**config.mk**
```make
export PLATFORM = sky130hd
export DESIGN_NAME = rilc_ctrl
export DESIGN_NICKNAME = d
export VERILOG_FILES = /design/src/shared/rilc_pkg.sv /design/src/hdl/rilc_ctrl.sv
export SDC_FILE = /design/constraint.sdc
export NUM_CORES = 1
export LEC_CHECK = 0
export BUFFER_PORTS_ARGS = -buffer_cell sky130_fd_sc_hd__buf_2
export CORE_MARGIN = 2
export CORE_UTILIZATION = 32
export DETAILED_ROUTE_END_ITERATION = 8
export HOLD_SLACK_MARGIN = 0.05
export REMOVE_ABC_BUFFERS = 1
export SLEW_MARGIN = 30
export SYNTH_ARGS = -nofsm -noshare
export SYNTH_HDL_FRONTEND = slang
export SYNTH_SLANG_ARGS = --single-unit
```
**constraint.sdc**
```tcl
create_clock -name clk -period 1.9 [get_ports clk]
set_input_delay 0.38 -clock clk [delete_from_list [all_inputs] [get_ports clk]]
set_output_delay 0.38 -clock clk [all_outputs]
set_load 0.01 [all_outputs]
```
**src/shared/rilc_pkg.sv**
```systemverilog
/*
 * Constants, register layout and state encoding for the reset, pin
 * interrupt and low-voltage control block.
 * Assumes a 40 MHz bus clock and an 8-bit register port.
 */
`default_nettype none

package rilc_pkg;

	// Timing
	localparam int CLK_PERIOD_NS = 25;
	localparam int RST_MIN_NS    = 100;
	localparam int RST_MIN_CYC   =
		(RST_MIN_NS + CLK_PERIOD_NS - 1) / CLK_PERIOD_NS;
	localparam logic [3:0] RST_MIN_CNT = 4'(RST_MIN_CYC);

	// Register offsets
	localparam logic [7:0] OFS_PIN = 8'h00;
	localparam logic [7:0] OFS_RST = 8'h01;
	localparam logic [7:0] OFS_PWR = 8'h02;

	// Pin interrupt status and control fields
	localparam int PIN_PDD  = 6;
	localparam int PIN_POL  = 5;
	localparam int PIN_PE   = 4;
	localparam int PIN_FLAG = 3;
	localparam int PIN_ACK  = 2;
	localparam int PIN_IE   = 1;
	localparam int PIN_MOD  = 0;
	localparam logic [7:0] PIN_RW_MASK = 8'h73;
	localparam logic [7:0] PIN_RST_VAL = 8'h00;

	// Reset source status fields
	localparam int ST_POR  = 7;
	localparam int ST_PIN  = 6;
	localparam int ST_WDOG = 5;
	localparam int ST_ILLEGAL_OPCODE_FLAG = 4;
	localparam int ST_LOC  = 2;
	localparam int ST_LVD  = 1;
	localparam logic [7:0] ST_POR_VAL  = 8'h82;
	localparam logic [7:0] ST_POR_MASK = 8'h80;

	// Power management control fields
	localparam int PWR_WFLAG = 7;
	localparam int PWR_WACK  = 6;
	localparam int PWR_WIE   = 5;
	localparam int PWR_RE    = 4;
	localparam int PWR_SE    = 3;
	localparam int PWR_DE    = 2;
	localparam int PWR_THR   = 0;
	localparam logic [7:0] PWR_RW_MASK = 8'h3d;
	localparam logic [7:0] PWR_RST_VAL = 8'h1c;

	// Watchdog service keys
	localparam logic [7:0] WDOG_KEY1 = 8'h55;
	localparam logic [7:0] WDOG_KEY2 = 8'haa;

	// Synchroniser lanes and their idle levels
	localparam int SYN_RSTPIN = 0;
	localparam int SYN_IRQ    = 1;
	localparam int SYN_TRIP   = 2;
	localparam int SYN_WARN   = 3;
	localparam logic [3:0] SYN_IDLE = 4'h3;

	typedef enum logic [1:0] {
		RILC_RUN = 2'b01,
		RILC_RST = 2'b10
	} rilc_state_e;

endpackage

`default_nettype wire

```
**src/hdl/rilc_ctrl.sv**
```systemverilog
/*
 * Reset sequencing with reset-source status, external interrupt pin
 * detection, low-voltage detect control and watchdog service checking.
 * Assumes same-clock reset sources from core and watchdog, asynchronous
 * pin and supply detector inputs, and rstn as the power-on reset.
 */
// Notes on behaviour
// - Detector enabled only while detect enable set
// - Stop mode disables detector unless stop enable
// - Both enables turn deep stop into shallow stop
// - Power-on sets power-on and low-voltage flags
// - Low voltage resets only when reset enabled
// - Low-voltage reset held until supply recovers
// - Warning sets flag, interrupt when enabled
// - Pull disable bit switches pin pull off
// - Polarity bit picks falling/low or rising/high
// - Rising polarity turns pullup into pulldown
// - Enable bit turns pin function on
// - Read-only event flag set by pin events
// - Acknowledge bit clears flag, reads zero
// - Level mode: acknowledge ignored while asserted
// - Interrupt enable requests while event flag set
// - Mode bit: edges only or edges plus levels
// - Status register holds last reset causes
// - Debug forced reset leaves status flags clear
// - Any status write restarts watchdog count
// - Service needs 55 then aa, else reset
// - Active sources set flags, others cleared; low-voltage reset keeps power-on flag
// - Reset pin low sets pin reset flag
`timescale 1ns/10ps
`default_nettype none

module rilc_ctrl (
	// Clock and reset
	input  wire logic       clk,
	input  wire logic       rstn,
	// Register port
	input  wire logic [7:0] addr,
	input  wire logic [7:0] wdata,
	input  wire logic       wr,
	input  wire logic       rd,
	output logic      [7:0] rdata,
	// External interrupt pin
	input  wire logic       irq_pin_in,
	output logic            pull_up_en,
	output logic            pull_dn_en,
	output logic            pin_irq,
	// Supply detectors
	input  wire logic       lvd_trip,
	input  wire logic       lvw_trip,
	output logic            lvd_enable,
	output logic            lvd_threshold,
	output logic            lvw_irq,
	// Stop mode
	input  wire logic       stop_active,
	input  wire logic       stop_deep_req,
	output logic            stop_deep_grant,
	// Reset sources and reset output
	input  wire logic       reset_pin_n,
	input  wire logic       wdog_timeout,
	input  wire logic       illegal_opcode,
	input  wire logic       clock_loss,
	input  wire logic       debug_force,
	output logic            sys_reset,
	output logic            wdog_restart
);

	function automatic logic addr_hit(input logic [7:0] a,
		input logic [7:0] o);
		addr_hit = (a == o);
	endfunction

	function automatic logic [7:0] mk_flags(input logic pn,
		input logic wd, input logic il, input logic lc, input logic lv);
		logic [7:0] f;
		f = 8'h00;
		f[rilc_pkg::ST_PIN]  = pn;
		f[rilc_pkg::ST_WDOG] = wd;
		f[rilc_pkg::ST_ILLEGAL_OPCODE_FLAG] = il;
		f[rilc_pkg::ST_LOC]  = lc;
		f[rilc_pkg::ST_LVD]  = lv;
		mk_flags = f;
	endfunction

	// Synchronisers
	logic [3:0] syn1;
	logic [3:0] syn2;
	logic [3:0] syn3;
	logic [3:0] stab;
	wire  [3:0] raw_in;
	wire  [3:0] agree;

	assign raw_in = {lvw_trip, lvd_trip, irq_pin_in, reset_pin_n};
	assign agree  = ~(syn2 ^ syn3);

	always_ff @(posedge clk or negedge rstn)
	begin
		if (!rstn)
		begin
			syn1 <= rilc_pkg::SYN_IDLE;
			syn2 <= rilc_pkg::SYN_IDLE;
			syn3 <= rilc_pkg::SYN_IDLE;
			stab <= rilc_pkg::SYN_IDLE;
		end
		else
		begin
			syn1 <= raw_in;
			syn2 <= syn1;
			syn3 <= syn2;
			stab <= (stab & ~agree) | (syn3 & agree);
		end
	end

	// State
	rilc_pkg::rilc_state_e state;
	rilc_pkg::rilc_state_e next_state;
	logic [3:0] cnt;
	logic [3:0] next_cnt;
	logic [7:0] status;
	logic [7:0] next_status;
	logic       lvd_hold;
	logic       next_hold;
	logic [7:0] pin_ctl;
	logic       pin_flag;
	logic       pin_prev;
	logic [7:0] pwr_ctl;
	logic       warn_flag;
	logic       armed;
	logic       seq_bad;
	logic       after_por;

	// Address decode
	wire hit_pin;
	wire hit_rst;
	wire hit_pwr;
	wire wr_pin;
	wire wr_rst;
	wire wr_pwr;

	assign hit_pin = addr_hit(addr, rilc_pkg::OFS_PIN);
	assign hit_rst = addr_hit(addr, rilc_pkg::OFS_RST);
	assign hit_pwr = addr_hit(addr, rilc_pkg::OFS_PWR);
	assign wr_pin  = wr & hit_pin;
	assign wr_rst  = wr & hit_rst;
	assign wr_pwr  = wr & hit_pwr;

	// Control fields
	wire pdd;
	wire pol;
	wire pe;
	wire ie;
	wire mode;
	wire lde;
	wire lse;
	wire lre;
	wire lwie;

	assign pdd  = pin_ctl[rilc_pkg::PIN_PDD];
	assign pol  = pin_ctl[rilc_pkg::PIN_POL];
	assign pe   = pin_ctl[rilc_pkg::PIN_PE];
	assign ie   = pin_ctl[rilc_pkg::PIN_IE];
	assign mode = pin_ctl[rilc_pkg::PIN_MOD];
	assign lde  = pwr_ctl[rilc_pkg::PWR_DE];
	assign lse  = pwr_ctl[rilc_pkg::PWR_SE];
	assign lre  = pwr_ctl[rilc_pkg::PWR_RE];
	assign lwie = pwr_ctl[rilc_pkg::PWR_WIE];

	// Pin event detection
	wire pin_lvl;
	wire pin_asserted;
	wire pin_edge;
	wire pin_set;
	wire pin_ack;
	wire next_pin_flag;
	wire next_pull_up;
	wire next_pull_dn;

	assign pin_lvl      = stab[rilc_pkg::SYN_IRQ];
	assign pin_asserted = pe & (pin_lvl == pol);
	assign pin_edge     = pin_asserted & (pin_prev != pol);
	assign pin_set      = pin_edge | (mode & pin_asserted);
	assign pin_ack      = wr_pin & wdata[rilc_pkg::PIN_ACK];
	// Set wins, so in level mode an asserted level blocks the acknowledge
	assign next_pin_flag = pin_set | (pin_flag & ~pin_ack);
	assign next_pull_up  = pe & ~pdd & ~pol;
	assign next_pull_dn  = pe & ~pdd & pol;

	// Low-voltage detection
	wire next_lvd_en;
	wire lvw_set;
	wire lvw_ack;
	wire next_warn;
	wire lvd_act;
	wire trip;

	assign trip        = stab[rilc_pkg::SYN_TRIP];
	assign next_lvd_en = lde & (~stop_active | lse);
	assign lvw_set     = lvd_enable & stab[rilc_pkg::SYN_WARN];
	assign lvw_ack     = wr_pwr & wdata[rilc_pkg::PWR_WACK];
	assign next_warn   = lvw_set | (warn_flag & ~lvw_ack);
	assign lvd_act     = lvd_enable & lre & trip;

	// Watchdog service sequence
	wire key1_ok;
	wire key2_ok;
	wire next_armed;
	wire next_bad;

	assign key1_ok    = (wdata == rilc_pkg::WDOG_KEY1) & ~armed;
	assign key2_ok    = (wdata == rilc_pkg::WDOG_KEY2) & armed;
	assign next_armed = wr_rst ? key1_ok : armed;
	assign next_bad   = wr_rst & ~key1_ok & ~key2_ok;

	// Reset causes
	wire       src_pin;
	wire       src_wd;
	wire       any_src;
	wire [7:0] cause_flags;

	assign src_pin = ~stab[rilc_pkg::SYN_RSTPIN];
	assign src_wd  = wdog_timeout | seq_bad;
	assign any_src = src_pin | src_wd | illegal_opcode | clock_loss |
		lvd_act | debug_force;
	// Debug force contributes no flag
	assign cause_flags = mk_flags(src_pin, src_wd, illegal_opcode,
		clock_loss, lvd_act);

	always_comb
	begin
		next_state  = state;
		next_cnt    = cnt;
		next_status = status;
		next_hold   = lvd_hold;
		case (state)
			rilc_pkg::RILC_RUN:
			begin
				if (any_src)
				begin
					next_state  = rilc_pkg::RILC_RST;
					next_cnt    = rilc_pkg::RST_MIN_CNT;
					next_hold   = lvd_act;
					// An active low-voltage source keeps the power-on flag, even alongside other sources
					next_status = cause_flags | (lvd_act ?
						(status & rilc_pkg::ST_POR_MASK) : 8'h00);
				end
			end
			rilc_pkg::RILC_RST:
			begin
				next_status = status | cause_flags;
				if (cnt != 4'h0)
					next_cnt = cnt - 4'h1;
				if (lvd_act)
					next_hold = 1'b1;
				else if (!trip)
					next_hold = 1'b0;
				if (cnt == 4'h0 && !any_src && !next_hold)
					next_state = rilc_pkg::RILC_RUN;
			end
			default:
				next_state = rilc_pkg::RILC_RUN;
		endcase
	end

	wire in_rst;
	wire next_in_rst;

	assign in_rst      = (state == rilc_pkg::RILC_RST);
	assign next_in_rst = (next_state == rilc_pkg::RILC_RST);

	// Read data
	wire [7:0] rd_word;

	assign rd_word =
		hit_pin ? (pin_ctl | 8'({7'h00, pin_flag} << rilc_pkg::PIN_FLAG)) :
		hit_rst ? status :
		hit_pwr ? (pwr_ctl |
			8'({7'h00, warn_flag} << rilc_pkg::PWR_WFLAG)) :
		8'h00;

	always_ff @(posedge clk or negedge rstn)
	begin
		if (!rstn)
		begin
			state    <= rilc_pkg::RILC_RUN;
			cnt      <= 4'h0;
			status   <= rilc_pkg::ST_POR_VAL;
			lvd_hold <= 1'b0;
			armed    <= 1'b0;
			seq_bad  <= 1'b0;
		end
		else
		begin
			state    <= next_state;
			cnt      <= next_cnt;
			status   <= next_status;
			lvd_hold <= next_hold;
			armed    <= next_armed & ~in_rst;
			seq_bad  <= next_bad;
		end
	end

	always_ff @(posedge clk or negedge rstn)
	begin
		if (!rstn)
		begin
			pin_ctl   <= rilc_pkg::PIN_RST_VAL;
			pin_flag  <= 1'b0;
			pin_prev  <= 1'b1;
			pwr_ctl   <= rilc_pkg::PWR_RST_VAL;
			warn_flag <= 1'b0;
		end
		else if (in_rst)
		begin
			pin_ctl   <= rilc_pkg::PIN_RST_VAL;
			pin_flag  <= 1'b0;
			pin_prev  <= pin_lvl;
			warn_flag <= 1'b0;
		end
		else
		begin
			if (wr_pin)
				pin_ctl <= wdata & rilc_pkg::PIN_RW_MASK;
			if (wr_pwr)
				pwr_ctl <= wdata & rilc_pkg::PWR_RW_MASK;
			pin_flag  <= next_pin_flag;
			pin_prev  <= pin_lvl;
			warn_flag <= next_warn;
		end
	end

	// Registered outputs
	always_ff @(posedge clk or negedge rstn)
	begin
		if (!rstn)
		begin
			rdata           <= 8'h00;
			pull_up_en      <= 1'b0;
			pull_dn_en      <= 1'b0;
			pin_irq         <= 1'b0;
			lvd_enable      <= 1'b0;
			lvd_threshold   <= 1'b0;
			lvw_irq         <= 1'b0;
			stop_deep_grant <= 1'b0;
			sys_reset       <= 1'b1;
			wdog_restart    <= 1'b0;
			after_por       <= 1'b1;
		end
		else
		begin
			rdata           <= rd ? rd_word : 8'h00;
			pull_up_en      <= next_pull_up;
			pull_dn_en      <= next_pull_dn;
			pin_irq         <= next_pin_flag & ie & ~in_rst;
			lvd_enable      <= next_lvd_en;
			lvd_threshold   <= pwr_ctl[rilc_pkg::PWR_THR];
			lvw_irq         <= next_warn & lwie & ~in_rst;
			stop_deep_grant <= stop_deep_req & ~(lde & lse);
			sys_reset       <= next_in_rst;
			wdog_restart    <= wr_rst;
			after_por       <= 1'b0;
		end
	end

	// Assertions
	property p_stop_lvd;
		@(posedge clk) disable iff (!rstn)
		(stop_active && !lse) |=> !lvd_enable;
	endproperty
	a_stop_lvd: assert property (p_stop_lvd)
		else $error("detector left on in stop");

	property p_deep_block;
		@(posedge clk) disable iff (!rstn)
		(stop_deep_req && lde && lse) |=> !stop_deep_grant;
	endproperty
	a_deep_block: assert property (p_deep_block)
		else $error("deep stop granted with detector on");

	property p_por_flags;
		@(posedge clk) disable iff (!rstn)
		after_por |-> (status[rilc_pkg::ST_POR] && status[rilc_pkg::ST_LVD]);
	endproperty
	a_por_flags: assert property (p_por_flags)
		else $error("power-on flags missing");

	property p_lvd_hold;
		@(posedge clk) disable iff (!rstn)
		(in_rst && lvd_hold && trip) |=> sys_reset;
	endproperty
	a_lvd_hold: assert property (p_lvd_hold)
		else $error("reset released while supply low");

	property p_pulldown;
		@(posedge clk) disable iff (!rstn)
		(pe && !pdd && pol) |=> (pull_dn_en && !pull_up_en);
	endproperty
	a_pulldown: assert property (p_pulldown)
		else $error("pulldown not selected");

	property p_edge_flag;
		@(posedge clk) disable iff (!rstn)
		(pin_edge && !in_rst) |=> pin_flag;
	endproperty
	a_edge_flag: assert property (p_edge_flag)
		else $error("pin event not flagged");

	property p_level_ack;
		@(posedge clk) disable iff (!rstn)
		(pin_ack && mode && pin_asserted && !in_rst) |=> pin_flag;
	endproperty
	a_level_ack: assert property (p_level_ack)
		else $error("flag cleared while level asserted");

	property p_bad_key;
		@(posedge clk) disable iff (!rstn)
		(wr_rst && !armed && wdata != rilc_pkg::WDOG_KEY1) |-> ##2 sys_reset;
	endproperty
	a_bad_key: assert property (p_bad_key)
		else $error("bad service write did not reset");

	property p_restart;
		@(posedge clk) disable iff (!rstn)
		wr_rst |=> wdog_restart;
	endproperty
	a_restart: assert property (p_restart)
		else $error("watchdog not restarted");

	property p_debug_clear;
		@(posedge clk) disable iff (!rstn)
		(!in_rst && debug_force && cause_flags == 8'h00) |=> status == 8'h00;
	endproperty
	a_debug_clear: assert property (p_debug_clear)
		else $error("debug reset left flags set");

	c_pin_irq: cover property (@(posedge clk) disable iff (!rstn)
		pin_irq ##1 pin_ack);
	c_key_ok: cover property (@(posedge clk) disable iff (!rstn)
		wr_rst && key2_ok);
	c_lvd_rst: cover property (@(posedge clk) disable iff (!rstn)
		!in_rst && lvd_act);

endmodule

`default_nettype wire

```
# --- Word level (Yosys, flattened, before mapping) ---
# Cells that the tools add are included.
# W data, S select, Z words.
op_classes:
  addsub: 1
  eq_ne: 11
  mux: 23
  bitwise: 59
  reduce_logical: 12
op_table:
  columns: ["op", "n"]
  rows:
  - ["$mux W8", 8]
  - ["$and A1 B1 Y1", 28]
  - ["$pmux W8 S2", 1]
  - ["$not A1 Y1", 11]
  - ["$or A1 B1 Y1", 10]
  - ["$and A4 B4 Y4", 2]
  - ["$eq A8 B1 Y1 const B", 1]
  - ["$eq A8 B2 Y1 const B", 1]
  - ["$eq A8 B7 Y1 const B", 1]
  - ["$eq A8 B8 Y1 const B", 1]
  - ["$logic_not A8 Y1", 1]
  - ["$mux W4", 2]
  - ["$not A4 Y4", 2]
  - ["$or A6 B8 Y8", 1]
  - ["$or A7 B8 Y8", 1]
  - ["$or A8 B4 Y8", 1]
  - ["$or A8 B7 Y8", 1]
  - ["$pmux W4 S2", 1]
  - ["$mux W1", 7]
  - ["$eq A2 B2 Y1 const B", 2]
  - ["$logic_not A4 Y1", 1]
  - ["$mux W2", 2]
  - ["$or A4 B4 Y4", 1]
  - ["$pmux W2 S2", 1]
  - ["14 further kinds", 18]
totals:
  ff_bits: 66
  word_cells: 131

# --- Longest topological paths before layout ---
logic_depth:
  ltp_word: 12
  ltp_mapped: 7

# --- Worst setup path before layout ---
# OpenSTA, ideal clock, no wires.
synth_path:
  path_type: "flip-flop to flip-flop"
  start: "register stab[0]"
  end: "register cnt[0]"
  setup_time_ns: 0.099
  arrival_ns: 1.725
  t_required_ns: 1.801
  path_slack_ns: 0.075
  stages_incl_launch_ff: 5
  period_less_slack_ns: 1.825
  path_cell_list: "dfstp_2 > or4b_4 > o311ai_4 > o41ai_1 > a311oi_1"
synth_between:
  elab_chain_len: 8
synth_lines:
  columns: ["element", "line_no", "source"]
  rows:
  - ["start: declaration", "rilc_ctrl.sv:89", "logic [3:0] stab;"]
  - ["start signal: assignment", "rilc_ctrl.sv:103", "stab <= rilc_pkg::SYN_IDLE;"]
  - ["start signal: assignment", "rilc_ctrl.sv:110", "stab <= (stab & ~agree) | (syn3 & agree);"]
  - ["$not A1 Y1", "rilc_ctrl.sv:220", "assign src_pin = ~stab[rilc_pkg::SYN_RSTPIN];"]
  - ["$or A1 B1 Y1 (4 in series)", "rilc_ctrl.sv:222", "assign any_src = src_pin | src_wd | illegal_opcode | clock_loss |"]
  - ["$or A1 B1 Y1", "rilc_ctrl.sv:223", "lvd_act | debug_force;"]
  - ["$ne A2 B2 Y1 (no source line)", null, null]
  - ["$reduce_and A3 Y1 (no source line)", null, null]
  - ["end signal: assignment", "rilc_ctrl.sv:294", "cnt <= next_cnt;"]
  - ["end: declaration", "rilc_ctrl.sv:117", "logic [3:0] cnt;"]
# No other way between the ends.
# A chain may end at the register's enable or synchronous reset.

# --- Worst setup path in the final report ---
layout_path:
  start: "register stab[0]"
  end: "register cnt[1]"
# Same word-level chain as after synthesis.

==> reports/metrics.yaml <==
outcome: "completed"
drtAntennaViolNets: 0
crit_chain: "or4b_4 > nor3b_4 > buf_4 > o31ai_2 > o2bb2ai_1"
cp_num_buf_inv: 1
die_height_um: 94.1
die_x_um: 94.1
synth_most_common_cell: "sky130_fd_sc_hd__dfrtp_1"
clock-sinks: 61
timing.critical_path.slowest_stage_cell: "sky130_fd_sc_hd__dfstp_2"
worstPathMaxFanout: 8
setup_viol_count_final: 0
layout.area.seq_mm2: 0.00155
first_pass_drt_iterations: 4
1st_iter_drt_viols: 69
timing.rr.start: "stab[0]"
floorplan.die_area_mm2: 0.00886
area.growth.synth_to_final_pct: 27.0
min_path_cells: 1
slew_viol_final: 0
yosys-top-cells-count: "sky130_fd_sc_hd__dfrtp_1 (45), sky130_fd_sc_hd__nor2_1 (19), sky130_fd_sc_hd__dfstp_2 (16)"
antenna_violations_before_repair: 0
port_buffer_count: 46
max_slew.worst_pin.slew_ns: 0.543
leakage_nw: 1.56
root_buffer: "sky130_fd_sc_hd__clkbuf_8"
cp.depth: 5
critPathRequiredTime_ns: 2.13
syn-mean-instance-area_um2: 12.1
vdd_drop_max_uv: 414
path_delay_family: "simple AND/OR/NAND/NOR gates"
clk_transition_reported_paths_ns: 0.07
stdcell_count: 388
final_period_minus_worst_setup_slack_ns: 1.86
tns_ns: 0
initial_utilization_pct: 33.3
placement.cell_area_mm2: 0.00303
rsz0062_at_grt: "yes"
io-pin-count: 47
dp.final_hpwl_um: 4090
end_kind: "flip-flop"
syn_area_mm2: 0.00260
first_global_vias: 1884
cts-htree-levels: 3
cap_viol_max_count: 0
num_antenna_cells: 0
synth_edf_count: 0
cts_inserted_buffers: 9
netlist_top_cells_area: "sky130_fd_sc_hd__dfrtp_1 (43%), sky130_fd_sc_hd__dfstp_2 (16%), sky130_fd_sc_hd__mux2i_1 (4.6%)"
synth-seq-cells: 61
core-area_mm2: 0.00781
std_cell_rows: 32
syn_inst: 215
num-nets-final: 314
worst_path_largest_cell_delay_ns: 0.53
aggregate_global_route_resource_usage_pct: 14.4
ys.warnings.count: 0
hold_path_startpoint: "reset_pin_n"
post-route-drc-count: 0
netlist.area_leader.share_pct: 43.3
critical_path_class: "flip-flop to flip-flop"
clock_tree.buffer_depth: 2
power_per_unit_of_standard_cell_area_mw_per_mm2: 1140
globalRouteOverflowTotal: 0
filler_cells: 759
timing_startpoint_of_the_critical_path: "stab[0]"
synth-async-reset-ratio_pct: 100
drive_above_1_share_pct: 35.7
route.detailed.vias_per_inst: 4.87
report.final.hold_viol_count: 0
worst_ep_arrival_time_ns: 2.09
tritoncts: "done"
final_min_period_over_clock_period_pct: 98.0
synth.distinct_cells: 49
totalWireLength_um: 5790
grt_start_max_net_pins: 62
final_design_area_no_fill_mm2: 0.00330
placement.setup.worst_slack_ns: -0.0267
fin_worst_skew_ns: 0.00919
synth_top_cell_by_area: "sky130_fd_sc_hd__dfrtp_1"
start_kind: "flip-flop"
gpl.final_weighted_congestion: 0.850
insertion_delay_of_the_later_clocked_pin_in_the_worst_skew_pair_ns: 0.34
finalWorstSetupSlack_ns: 0.0389
synth-seq-area-share_pct: 59.5
synthFlopType: "sky130_fd_sc_hd__dfrtp_1"
dr_total_vias: 1890
ff2ff_path_depth: 5
maxSlewHeadroom_pct: 63.8
multi_input_area_mm2: 0.00101
fmaxAchievable_ghz: 0.537
place.detailed.instances: 368
hold_class: "primary input to flip-flop"
routed_wire_length_per_instance_um: 14.9
grt_pass1_wl_um: 9540
[cells in the final DEF, fill, tap and decap left out, types with 3 or more instances in the layout]
cell type / instances
sky130_fd_sc_hd__o21ai_0: 7
sky130_fd_sc_hd__nand3b_1: 3
sky130_fd_sc_hd__buf_4: 13
sky130_fd_sc_hd__a21boi_0: 3
sky130_fd_sc_hd__nand4b_1: 3
sky130_fd_sc_hd__nand3_1: 4
sky130_fd_sc_hd__inv_1: 9
sky130_fd_sc_hd__mux2i_1: 12
sky130_fd_sc_hd__nor2_1: 18
sky130_fd_sc_hd__nor2b_1: 5
sky130_fd_sc_hd__clkbuf_8: 11
sky130_fd_sc_hd__dfrtp_1: 45
sky130_fd_sc_hd__maj3_1: 4
sky130_fd_sc_hd__a21oi_1: 8
sky130_fd_sc_hd__nor4_1: 3
sky130_fd_sc_hd__mux2_1: 5
sky130_fd_sc_hd__ha_1: 3
sky130_fd_sc_hd__nand2_1: 12
sky130_fd_sc_hd__nor3_1: 8
sky130_fd_sc_hd__buf_2: 46
sky130_fd_sc_hd__dfstp_2: 16
[routing by layer]
| layer | global-route usage (%) | vias up | wire, um |
|---|---|---|---|
| met4 | 7.13 | 0 | 155 |
| met5 | 0 | - | 0 |
| met1 | 18.9 | 926 | 2680 |
| met3 | 5.22 | 10 | 309 |
| li1 | - | 906 | - |
| met2 | 20.8 | 48 | 2640 |
[worst register-to-register path, cell delays in order, from the launching register on]
cell and delay [ns]:
sky130_fd_sc_hd__dfstp_2 0.53, sky130_fd_sc_hd__or4b_4 0.52, sky130_fd_sc_hd__nor3b_4 0.33, sky130_fd_sc_hd__buf_4 0.18, sky130_fd_sc_hd__o31ai_2 0.06, sky130_fd_sc_hd__o2bb2ai_1 0.14
[area by class of cell]
class / instances / area share [%]
Sequential cell: 61 / 46.9
Multi-Input combinational cell: 139 / 30.6
Inverter: 9 / 1.02
Tap cell: 102 / 3.87
Clock buffer: 13 / 4.81
Clock inverter: 3 / 2.05
Timing Repair Buffer: 61 / 10.8
[flip-flops by register name, summed over array words and instances (netlist names), 2 cells and up]
| register | cells |
|---|---|
| status | 6 |
| pwr_ctl | 5 |
| pin_ctl | 5 |
| stab | 4 |
| cnt | 4 |
| syn1 | 4 |
| state | 2 |
| rdata | 8 |
| syn2 | 4 |
| syn3 | 4 |
[power breakdown]
| group | switching [mW] | internal [mW] |
|---|---|---|
| logic | 0.465 | 0.402 |
| clock network | 0.496 | 0.812 |
| registers | 0.124 | 1.47 |
[metrics by stage]
stage / hold slack (ns) / utilization [%] / power [mW]
2_1_floorplan: 0.0844 / - / 2.12
3_3_place_gp: 0.333 / 38.8 / 2.43
3_5_place_dp: 0.337 / 38.8 / 2.44
4_1_cts: 0.116 / 41.8 / 3.76
5_1_grt: 0.112 / 42.3 / 3.99
6_report: 0.135 / 42.3 / 3.77
[path summary, 6_finish.rpt]
check | endpoint | slack [ns]
max in group asynchronous | sys_reset | 1.00
worst max register to register | cnt[1] | 0.04
worst min-delay path | syn1[0] | 0.13
worst max-delay path | cnt[1] | 0.04
min in group asynchronous | armed | 0.60
worst min register to register | syn2[3] | 0.35
[cells by family (layout without fill, tap and decap cells)]
family	after synthesis	after routing	synth area share [%]
simple gates	78	78	18.3
fa+ha+maj	7	7	2.99
compound gates	37	37	10.2
buf+inv	15	86	2.17
flops	61	61	59.5
mux	17	17	6.79
[repair_timing]
action,4_1_cts,5_1_grt
setup endpoints to repair,0,3
buffers inserted,0,3
hold endpoints to repair,6,0
resized for setup,0,3
hold buffers,1,0
No activity file was read; power rests on OpenSTA's default activity.
